[config.mk]
export PLATFORM = sky130hd
export DESIGN_NAME = pjs_sequencer
export DESIGN_NICKNAME = d
export VERILOG_FILES = /design/src/pjs_pkg.sv /design/src/pjs_sequencer.sv /design/src/pjs_ms_tick.sv
export SDC_FILE = /design/constraint.sdc
export NUM_CORES = 2
export LEC_CHECK = 0
export ABC_CLOCK_PERIOD_IN_PS = 437600
export CORE_MARGIN = 2
export CORE_UTILIZATION = 61
export CTS_BUF_LIST = sky130_fd_sc_hd__clkbuf_16
export CTS_CLUSTER_SIZE = 8
export DETAILED_ROUTE_END_ITERATION = 8
export DONT_BUFFER_PORTS = 1
export HOLD_SLACK_MARGIN = 0.12
export PLACE_DENSITY = 0.75
export SYNTH_ARGS = -nofsm -noshare
export SYNTH_HDL_FRONTEND = slang
export SYNTH_SLANG_ARGS = --single-unit
[constraint.sdc]
create_clock -name pclk -period 437.6 [get_ports pclk]
set_input_delay 43.76 -clock pclk [delete_from_list [all_inputs] [get_ports pclk]]
set_output_delay 43.76 -clock pclk [all_outputs]
set_load 0.05 [all_outputs]
[src/pjs_pkg.sv]
// Purpose: Shared constants for the program jog profile sequencer.
// Assumes: 32-bit APB register bus, pclk at 250 MHz.
// Notes:   Register offsets are byte addresses of aligned words.
package pjs_pkg;
    // ****************************************
    // Register map
    // ****************************************
    localparam logic [7:0] PJS_CTRL_OFS    = 8'h00;
    localparam logic [7:0] PJS_STAT_OFS    = 8'h04;
    localparam logic [7:0] PJS_COND_OFS    = 8'h08;
    localparam logic [7:0] PJS_A_TURNS_OFS = 8'h10;
    localparam logic [7:0] PJS_A_SPEED_OFS = 8'h14;
    localparam logic [7:0] PJS_A_RAMP_OFS  = 8'h18;
    localparam logic [7:0] PJS_A_DWELL_OFS = 8'h1c;
    localparam logic [7:0] PJS_B_TURNS_OFS = 8'h20;
    localparam logic [7:0] PJS_B_SPEED_OFS = 8'h24;
    localparam logic [7:0] PJS_B_RAMP_OFS  = 8'h28;
    localparam logic [7:0] PJS_B_DWELL_OFS = 8'h2c;

    // ****************************************
    // Control and status bits
    // ****************************************
    localparam int CTRL_RUN_BIT   = 0;
    localparam int CTRL_STOP_BIT  = 1;
    localparam int STAT_BUSY_BIT  = 0;
    localparam int STAT_PAT_B_BIT = 1;
    localparam int STAT_DWELL_BIT = 2;
    localparam int STAT_MOVE_BIT  = 3;
    localparam int STAT_PEAK_BIT  = 4;

    // ****************************************
    // Setting ranges and reset values
    // ****************************************
    localparam int TURNS_MIN   = -50;
    localparam int TURNS_MAX   = 50;
    localparam int TURNS_DEF   = 5;
    localparam int SPEED_MIN   = 100;
    localparam int SPEED_MAX   = 3000;
    localparam int SPEED_DEF   = 1000;
    localparam int RAMP_MIN    = 50;
    localparam int RAMP_MAX    = 2000;
    localparam int RAMP_DEF    = 500;
    localparam int DWELL_MIN   = 100;
    localparam int DWELL_MAX   = 10000;
    localparam int DWELL_DEF   = 1000;

    // ****************************************
    // Timing
    // ****************************************
    localparam int CLK_MHZ        = 250;
    localparam int MS_TIME        = 1;
    localparam int MS_CYCLES_DEF  = MS_TIME * CLK_MHZ * 1000;
    localparam int POS_FRAC_BITS  = 16;
    localparam int POS_TURN_BITS  = 8;
    localparam int POS_W          = POS_TURN_BITS + POS_FRAC_BITS;
    localparam int SPEED_W        = 12;
endpackage : pjs_pkg

[src/pjs_sequencer.sv]
// Function
// - Start needs writable, power, no alarm, no safe state, off
// - Alternate pattern A and B until stopped
// - Turns signed -50..50, default 5
// - Peak speed 100..3000 rpm, default 1000
// - One ramp time for accel and decel
// - Dwell after each move, 100..10000 ms
// - Short moves finish without reaching peak
// - Run begins with pattern A direction
// - Travel limits ignored while jogging
// - Stop request or session close ends sequence
//
// Purpose: Program jog profile sequencer with APB register access.
// Assumes: Speed integrated once per ms; position in 1/65536 turn.
// Notes:   Out-of-range writes are clamped to the nearest limit.
//
// The register offsets and the APB register port were left to the implementer.
`timescale 1ns/1ps
module pjs_sequencer
    import pjs_pkg::*;
#(
    parameter int MS_CYCLES = MS_CYCLES_DEF
) (
    // APB slave
    input  wire logic        pclk,
    input  wire logic        presetn,
    input  wire logic        psel,
    input  wire logic        penable,
    input  wire logic        pwrite,
    input  wire logic [7:0]  paddr,
    input  wire logic [31:0] pwdata,
    output logic             pready,
    output logic [31:0]      prdata,
    output logic             pslverr,
    // Drive conditions
    input  wire logic        params_writable,
    input  wire logic        main_power_on,
    input  wire logic        alarm_active,
    input  wire logic        safe_state,
    input  wire logic        servo_on,
    input  wire logic        forward_travel_limit,
    input  wire logic        reverse_travel_limit,
    input  wire logic        session_closed,
    // Motion command
    output logic             jog_active,
    output logic             limit_override,
    output logic [11:0]      speed_cmd,
    output logic             dir_reverse,
    output logic [23:0]      pos_cmd
);
    // ****************************************
    // Types and helpers
    // ****************************************
    typedef enum logic [4:0] {
        PJS_IDLE  = 5'b00001,
        PJS_ACCEL = 5'b00010,
        PJS_CRUIS = 5'b00100,
        PJS_DECEL = 5'b01000,
        PJS_DWELL = 5'b10000
    } pjs_state_e;

    function automatic logic [31:0] clamp(input logic [31:0] v, input int lo, input int hi);
        if ($signed(v) < lo) return 32'(lo);
        if ($signed(v) > hi) return 32'(hi);
        return v;
    endfunction

    // Speed gain per ms in rpm, rounded up so the ramp ends in time.
    function automatic logic [11:0] step_of(input logic [11:0] pk, input logic [10:0] rt);
        return 12'((32'(pk) + 32'(rt) - 32'h1) / 32'(rt));
    endfunction

    // Distance per ms in position units: rpm * 65536 / 60000.
    function automatic logic [23:0] dist_of(input logic [11:0] sp);
        return 24'((32'(sp) * 32'h10000) / 32'd60000);
    endfunction

    // ****************************************
    // State
    // ****************************************
    logic signed [7:0] turns_reg [2];
    logic [11:0]       speed_reg [2];
    logic [10:0]       ramp_reg  [2];
    logic [13:0]       dwell_reg [2];
    logic signed [7:0] turns_next [2];
    logic [11:0]       speed_next [2];
    logic [10:0]       ramp_next  [2];
    logic [13:0]       dwell_next [2];
    pjs_state_e        st_reg, st_next;
    logic              pat_reg, pat_next;
    logic              peak_reg, peak_next;
    logic [11:0]       spd_reg, spd_next;
    logic [23:0]       done_reg, done_next;
    logic [23:0]       pos_reg, pos_next;
    logic [13:0]       ms_reg, ms_next;
    logic [31:0]       rdata_reg, rdata_next;
    logic              tick;
    logic              wr, rd, start_ok;
    logic [23:0]       target, remain, brake, mv;
    logic [11:0]       step;
    logic [31:0]       wv;
    int unsigned       idx;

    assign wr = psel && penable && pwrite;
    assign rd = psel && !penable && !pwrite;
    assign wv = pwdata;

    assign start_ok = params_writable && main_power_on && !alarm_active
                      && !safe_state && !servo_on
                      && !forward_travel_limit && !reverse_travel_limit;

    pjs_ms_tick #(
        .TICK_CYCLES(MS_CYCLES)
    ) u_tick (
        .pclk   (pclk),
        .presetn(presetn),
        .enable (st_reg != PJS_IDLE),
        .tick   (tick)
    );

    // ****************************************
    // Register file
    // ****************************************
    always_comb begin
        for (int p = 0; p < 2; p++) begin
            turns_next[p] = turns_reg[p];
            speed_next[p] = speed_reg[p];
            ramp_next[p]  = ramp_reg[p];
            dwell_next[p] = dwell_reg[p];
        end
        idx = (paddr >= PJS_B_TURNS_OFS) ? 1 : 0;
        if (wr) begin
            unique case (paddr)
                PJS_A_TURNS_OFS, PJS_B_TURNS_OFS:
                    turns_next[idx] = 8'(clamp(wv, TURNS_MIN, TURNS_MAX));
                PJS_A_SPEED_OFS, PJS_B_SPEED_OFS:
                    speed_next[idx] = 12'(clamp(wv, SPEED_MIN, SPEED_MAX));
                PJS_A_RAMP_OFS, PJS_B_RAMP_OFS:
                    ramp_next[idx] = 11'(clamp(wv, RAMP_MIN, RAMP_MAX));
                PJS_A_DWELL_OFS, PJS_B_DWELL_OFS:
                    dwell_next[idx] = 14'(clamp(wv, DWELL_MIN, DWELL_MAX));
                default: ;
            endcase
        end
    end

    always_comb begin
        rdata_next = rdata_reg;
        if (rd) begin
            unique case (paddr)
                PJS_STAT_OFS: rdata_next = {27'h0, peak_reg, st_reg == PJS_ACCEL
                    || st_reg == PJS_CRUIS || st_reg == PJS_DECEL,
                    st_reg == PJS_DWELL, pat_reg, st_reg != PJS_IDLE};
                PJS_COND_OFS: rdata_next = {31'h0, start_ok};
                PJS_A_TURNS_OFS: rdata_next = 32'(turns_reg[0]);
                PJS_A_SPEED_OFS: rdata_next = {20'h0, speed_reg[0]};
                PJS_A_RAMP_OFS:  rdata_next = {21'h0, ramp_reg[0]};
                PJS_A_DWELL_OFS: rdata_next = {18'h0, dwell_reg[0]};
                PJS_B_TURNS_OFS: rdata_next = 32'(turns_reg[1]);
                PJS_B_SPEED_OFS: rdata_next = {20'h0, speed_reg[1]};
                PJS_B_RAMP_OFS:  rdata_next = {21'h0, ramp_reg[1]};
                PJS_B_DWELL_OFS: rdata_next = {18'h0, dwell_reg[1]};
                default:         rdata_next = 32'h0;
            endcase
        end
    end

    assign pready  = 1'b1;
    assign prdata  = rdata_reg;
    assign pslverr = psel && penable && !(paddr inside {PJS_CTRL_OFS, PJS_STAT_OFS,
        PJS_COND_OFS, PJS_A_TURNS_OFS, PJS_A_SPEED_OFS, PJS_A_RAMP_OFS, PJS_A_DWELL_OFS,
        PJS_B_TURNS_OFS, PJS_B_SPEED_OFS, PJS_B_RAMP_OFS, PJS_B_DWELL_OFS});

    // ****************************************
    // Profile sequencer
    // ****************************************
    assign target = {8'(turns_reg[pat_reg] < 0 ? -turns_reg[pat_reg] : turns_reg[pat_reg]),
                     16'h0};
    assign remain = target - done_reg;
    assign step   = step_of(speed_reg[pat_reg], ramp_reg[pat_reg]);
    // Distance needed to brake from the present speed with the ramp step.
    assign brake  = 24'((32'(dist_of(spd_reg)) * (32'(spd_reg / step) + 32'h1)) >> 1);
    // Last step clipped so the move ends on its exact turn count
    assign mv     = (dist_of(spd_reg) >= remain) ? remain : dist_of(spd_reg);

    always_comb begin
        st_next   = st_reg;
        pat_next  = pat_reg;
        peak_next = peak_reg;
        spd_next  = spd_reg;
        done_next = done_reg;
        pos_next  = pos_reg;
        ms_next   = ms_reg;
        unique case (st_reg)
            PJS_IDLE: begin
                if (wr && paddr == PJS_CTRL_OFS && wv[CTRL_RUN_BIT] && start_ok) begin
                    st_next   = PJS_ACCEL;
                    pat_next  = 1'b0;
                    peak_next = 1'b0;
                    spd_next  = 12'h0;
                    done_next = 24'h0;
                end
            end
            PJS_ACCEL, PJS_CRUIS, PJS_DECEL: begin
                if (tick) begin
                    done_next = done_reg + mv;
                    pos_next  = turns_reg[pat_reg] < 0 ? pos_reg - mv : pos_reg + mv;
                    // begin braking once remaining distance demands it
                    if (st_reg != PJS_DECEL && remain <= brake) begin
                        st_next = PJS_DECEL;
                    // same step for accel and decel
                    end else if (st_reg == PJS_ACCEL) begin
                        if (spd_reg + step >= speed_reg[pat_reg]) begin
                            spd_next  = speed_reg[pat_reg];
                            peak_next = 1'b1;
                            st_next   = PJS_CRUIS;
                        end else begin
                            spd_next = spd_reg + step;
                        end
                    end else if (st_reg == PJS_DECEL) begin
                        spd_next = (spd_reg > step) ? spd_reg - step : 12'h1;
                    end
                    if (done_next == target || target == 24'h0) begin
                        spd_next = 12'h0;
                        st_next  = PJS_DWELL;
                        ms_next  = 14'h0;
                    end
                end
            end
            PJS_DWELL: begin
                // hold still for the dwell time
                if (tick) begin
                    ms_next = ms_reg + 14'h1;
                    if (ms_reg + 14'h1 >= dwell_reg[pat_reg]) begin
                        pat_next  = ~pat_reg;
                        st_next   = PJS_ACCEL;
                        peak_next = 1'b0;
                        done_next = 24'h0;
                    end
                end
            end
            default: st_next = PJS_IDLE;
        endcase
        // stop or session close ends jogging
        if (st_reg != PJS_IDLE && (session_closed
            || (wr && paddr == PJS_CTRL_OFS && wv[CTRL_STOP_BIT]))) begin
            st_next  = PJS_IDLE;
            spd_next = 12'h0;
        end
    end

    always_ff @(posedge pclk or negedge presetn) begin
        if (!presetn) begin
            for (int p = 0; p < 2; p++) begin
                turns_reg[p] <= 8'(TURNS_DEF);
                speed_reg[p] <= 12'(SPEED_DEF);
                ramp_reg[p]  <= 11'(RAMP_DEF);
                dwell_reg[p] <= 14'(DWELL_DEF);
            end
            st_reg    <= PJS_IDLE;
            pat_reg   <= 1'b0;
            peak_reg  <= 1'b0;
            spd_reg   <= 12'h0;
            done_reg  <= 24'h0;
            pos_reg   <= 24'h0;
            ms_reg    <= 14'h0;
            rdata_reg <= 32'h0;
        end else begin
            turns_reg <= turns_next;
            speed_reg <= speed_next;
            ramp_reg  <= ramp_next;
            dwell_reg <= dwell_next;
            st_reg    <= st_next;
            pat_reg   <= pat_next;
            peak_reg  <= peak_next;
            spd_reg   <= spd_next;
            done_reg  <= done_next;
            pos_reg   <= pos_next;
            ms_reg    <= ms_next;
            rdata_reg <= rdata_next;
        end
    end

    // ****************************************
    // Outputs
    // ****************************************
    assign jog_active     = st_reg != PJS_IDLE;
    assign limit_override = st_reg != PJS_IDLE;
    assign speed_cmd      = spd_reg;
    assign dir_reverse    = turns_reg[pat_reg] < 0;
    assign pos_cmd        = pos_reg;
endmodule : pjs_sequencer

[src/pjs_ms_tick.sv]
// Purpose: Millisecond tick generator for the profile sequencer.
// Assumes: Count fits 32 bits.
// Notes:   Runs only while enabled so each move starts on a full tick.
`timescale 1ns/1ps
module pjs_ms_tick #(
    parameter int TICK_CYCLES = 250000
) (
    // Clock and reset
    input  wire logic pclk,
    input  wire logic presetn,
    // Control
    input  wire logic enable,
    output logic      tick
);
    logic [31:0] cnt_reg;
    logic [31:0] cnt_next;

    always_comb begin
        cnt_next = cnt_reg;
        tick     = 1'b0;
        if (!enable) begin
            cnt_next = 32'h0;
        end else if (cnt_reg == 32'(TICK_CYCLES - 1)) begin
            cnt_next = 32'h0;
            tick     = 1'b1;
        end else begin
            cnt_next = cnt_reg + 32'h1;
        end
    end

    always_ff @(posedge pclk or negedge presetn) begin
        if (!presetn) begin
            cnt_reg <= 32'h0;
        end else begin
            cnt_reg <= cnt_next;
        end
    end
endmodule : pjs_ms_tick

Word level (Yosys, flattened, before mapping)

Cells that the tools add are included.
W data, S select, Z words.

Register bits: 235
Output and inout bits: 73

Add/sub/neg operators: 12
$mul: 1
Divide/modulo/power cells: 3
$lt $le $gt $ge: 17
Eq/ne operators: 35
Muxes and demuxes: 123
Bitwise logic cells: 3
Reduce and logical (&&, ||, !) cells: 53

Operator list:

| cell                     | number |
|---|---|
| $pmux W32 S10            | 1 |
| $mux W12                 | 18 |
| $mux W14                 | 13 |
| $mux W24                 | 6 |
| $mux W11                 | 10 |
| $mux W8                  | 11 |
| $pmux W24 S3             | 1 |
| $add A32 B1 Y32 const B  | 2 |
| $lt A32 B7 Y1 const B    | 2 |
| $mux W32                 | 2 |
| $add A24 B24 Y24         | 2 |
| $sub A24 B24 Y24         | 2 |
| $mux W5                  | 9 |
| $mux W1                  | 39 |
| $ge A33 B2 Y1 const B    | 1 |
| $lt A33 B1 Y1 const B    | 1 |
| $not A1 Y33              | 1 |
| $div A12 B12 Y32         | 1 |
| $div A28 B16 Y32 const B | 1 |
| $div A32 B11 Y32         | 1 |
| $eq A32 B18 Y1 const B   | 1 |
| $eq A8 B5 Y1 const B     | 4 |
| $eq A8 B6 Y1 const B     | 4 |
| $gt A32 B12 Y1 const B   | 1 |
| 66 further kinds         | 113 |

Logic depth before layout (Yosys ltp)

Depth in word-level cells: 17
Mapped depth: 1,198
Gate-level depth less buffers: 1,101

Cells and area by module

From an unflattened synthesis, not the netlist that was laid out.

Cells, all modules: 9,338
Area, all modules: 67,558.5 um^2

Modules (own cells, without submodules):

| module        | instances | cells an instance | area an instance (um^2) | seq. area each (um^2) |
|---|---|---|---|---|
| pjs_sequencer | 1         | 9,151             | 65,854.4                | 4,705.8 |
| pjs_ms_tick   | 1         | 187               | 1,704.1                 | 800.8 |

Worst setup path before layout

No wires, ideal clock.

Kind: register to register
From: register pat_reg
To: register spd_reg[6] (netlist: speed_cmd[6])
Library setup time: 0.110 ns
Data arrival time: 214.187 ns
Required time: 437.490 ns
Setup slack: 223.303 ns
Stages on the path, launching flop included: 1,146
Period minus slack after synthesis: 214.297 ns
Path through: dfrtp_1 -> buf_4 -> buf_8 -> clkbuf_1 -> clkbuf_1 -> buf_1 -> buf_1 -> mux2i_1 -> ha_1 -> inv_1 -> ha_1 -> o211ai_1 -> o21a_2 -> o21ai_2 -> clkbuf_1 -> clkbuf_1 -> ha_1 -> o21bai_1 -> [1110 not listed] -> a21o_1 -> a21oi_1 -> xnor2_1 -> xnor2_1 -> xnor2_1 -> xnor2_1 -> xnor2_1 -> xnor2_1 -> xnor3_1 -> ha_1 -> nand4_1 -> o21ai_0 -> a21oi_1 -> o32ai_1 -> nor2_1 -> or2_2 -> clkbuf_1 -> o41ai_1

Longest elaborated chain between the ends: 16
Elaborated cells between the ends (all ways): 44
Those cells by class: add/sub (8); mul (1); div (2); order compare (5); eq/ne (3); mux (20); bitwise (1); reduce/logical (4)

Ends and longest elaborated chain:

| what                                                      | line                 | text |
|---|---|---|
| start: declaration                                        | pjs_sequencer.sv:90  | `logic pat_reg, pat_next;` |
| start signal: assignment                                  | pjs_sequencer.sv:274 | `pat_reg <= pat_next;` |
| $not A1 Y2 (not written as such) *                        | -                    |  |
| branches (longest 15 deep; another with $div A32 B11 Y32) | -                    |  |
| end signal: assignment                                    | pjs_sequencer.sv:276 | `spd_reg <= spd_next;` |
| end: declaration                                          | pjs_sequencer.sv:92  | `logic [11:0] spd_reg, spd_next;` |

Every way passes the cells marked *. The select of a mux whose other input is x is not followed.
A chain may end at the register's enable or synchronous reset.

==> results.cfg <==
[detailed_routing]
via_count = 70600
firstDrtPassIters = 6
routed_via_density = 6.47
antenna_left = 0
drt_first_iter_violations = 5027
drc = 0
routed_wl_mm = 218
wl_per_cell_microns = 20.0

[final_layout]
area_growth_pct = 3.11
fin_nets = 10500
drive_gt1_frac = 0.0938
post-route-cell-area_sq_um = 72300
layout_common_cells = nor2_1 (1036), nand2_1 (931), ha_1 (891), a21oi_1 (655), inv_1 (601)
layout_commonest_cell = nor2_1
largest_register_ff_count = 32

[clock_tree]
cts_hold_buf = 0
root_buffer = clkbuf_16
cts_tree = built
clk_path_buf_depth = 3
clk_latency_ns = 0.60
post-cts-setup-buffers = 0
cts.sinks = 218
cts_buffers = 31
clk_pin_slew_worst_paths_ns = 0.06
h-tree-depth = 1
cts_resized = 0

[grt]
grt_pass1_vias = 67900
antenna_found_initial = 2
grt-busiest-layer = met2
grtUsageTotal = 0.361
grt_first_pass_wirelength_mm = 351
gr-usage-met2 = 0.619
grtUsageMet1 = 0.442
gr-total-overflow = 0
grt_max_degree = 219
grt_util_met3 = 0.0570

[critical_path]
path_delay_family = compound AO/OA/AOI/OAI gates
cp-start-kind = flip-flop
path_common_cell = o21a_1
crit_path_end_kind = flip-flop
cp_num_buf_inv = 65
crit_slowest_cell = dfrtp_4
max_stage_delay_ns = 1.02
path_class = flip-flop to flip-flop
arrival_ns = 233.44
worst-path-max-fanout = 57
worstPathRequired_ns = 438.08

[timing]
skew_ns = 0.0181
finalSetupTns_ns = 0
rsz0062_at_grt = false
worst_pin_slew_ns = 1.21
setup_viol = 0
finalMaxSlewViolations = 0
hold_violations = 0
fmax_mhz = 4.29
layout_min_cycle_time_ns = 232.96
relSlewSlack = 0.191
period_share = 0.532

[yosys]
syn_area_sq_um = 70200
synth_cells = 9527
synthArstFlopShare = 1.00
yosysWarnings = 0
synth_top_area_share = 0.159
ys_ff_latch = 218
ys.flop_type = dfrtp_1
yosysSeqAreaShare = 0.0785
synth_edf_count = 0
synth_top_cell_by_area = ha_1
ys_top_cells_by_area = ha_1 (16%), dfrtp_1 (6.3%), nor2_1 (5.5%), fa_1 (5.2%), nand2_1 (5.0%)
yosysUniqueCellTypes = 202
avgSynthCellArea_sq_um = 7.36

[place]
place_hpwl_mm = 174
portBuffers = 0
gp_congestion = 0.981
placed_area_sq_um = 71500

[floorplan]
start_util = 0.614
die_w_microns = 343
io_pins = 126
core_sq_um = 114000
die_h_microns = 343
dieArea_sq_um = 118000
fp-row-count = 124

[run]
maxCapViolCount = 0

[outcome]
status = complete, no violations

[hold_path]
min_path_type = flip-flop to flip-flop
==> layout make-up <==
type                            instances  area (sq um)
Fill cell                           10500         41800
Clock inverter                         25          95.1
Sequential cell                       218          5510
Timing Repair Buffer                  101           778
Multi-Input combinational cell       8435         61000
Inverter                              594          2240
Tap cell                             1512          1890
Antenna cell                            1          2.50
Clock buffer                           31           776
==> cell usage after synthesis, types with 34 or more instances <==
cell and count:
and2_1 102, and3_1 71, mux2i_1 117, dfstp_2 41, a21o_1 109, o21ai_0 489, buf_4 35, nand2_1 931
xor2_1 274, a31oi_1 73, nor4_1 63, o211ai_1 60, xnor2_1 374, nand4_1 97, a221oi_1 35, o21a_1 371
o21ai_1 36, or3_1 62, buf_6 34, dfrtp_1 177, a21oi_1 655, fa_1 182, o21bai_1 78, or2_2 107
o31ai_1 154, nor2b_1 102, nand2b_1 137, ha_1 891, inv_1 581, nor2_1 1037, nand3_1 212, clkbuf_1 196
nor3_1 445, mux2_2 111, a211oi_1 45
==> logic make-up after synthesis <==
kind of cell             Yosys count  share of synthesized area
AO/OA/AOI/OAI                   2677                      0.264
adder cells (fa/ha/maj)         1077                      0.211
multiplexers                     247                     0.0385
flip-flops                       218                     0.0785
buffers and inverters            906                     0.0559
AND/OR/NAND/NOR                 3740                      0.268
XOR/XNOR                         660                     0.0841
other                              2                   0.000107
==> routing by layer <==
metal,share of wire,vias to the layer above
li1,-,34200
met1,0.41,33400
met2,0.46,2473
met3,0.073,601
met4,0.054,0
met5,0,-
==> final timing paths <==
path	from	end	slack, ns	cells past startpoint
setup / recovery	pat_reg$_DFFE_PN0P_	peak_reg$_DFFE_PN0P_	204.64	838
hold / removal	u_tick.cnt_reg[0]$_DFF_PN0_	u_tick.cnt_reg[0]$_DFF_PN0_	0.47	1
setup reg to reg	pat_reg$_DFFE_PN0P_	peak_reg$_DFFE_PN0P_	204.64	1070
max in group asynchronous	presetn	speed_cmd[0]$_DFFE_PN0P_	394.17	0
hold reg to reg	u_tick.cnt_reg[0]$_DFF_PN0_	u_tick.cnt_reg[0]$_DFF_PN0_	0.47	1
min in group asynchronous	presetn	u_tick.cnt_reg[25]$_DFF_PN0_	42.87	0
==> per-stage QoR <==
stage               instances  utilization  hold WS, ns  setup WS (ns)
floorplan                9559            -        0.448         223.30
global route            10900        0.634        0.505         184.80
global placement        10900        0.626        0.472         214.41
CTS                     10900        0.634        0.486         207.71
finish                  10900        0.634        0.475         204.64
detailed placement      10900        0.626        0.476         208.64
Power is left out: the tool's default activity adds up to more than one toggle a clock period on the data nets, which glitch-free logic cannot reach.
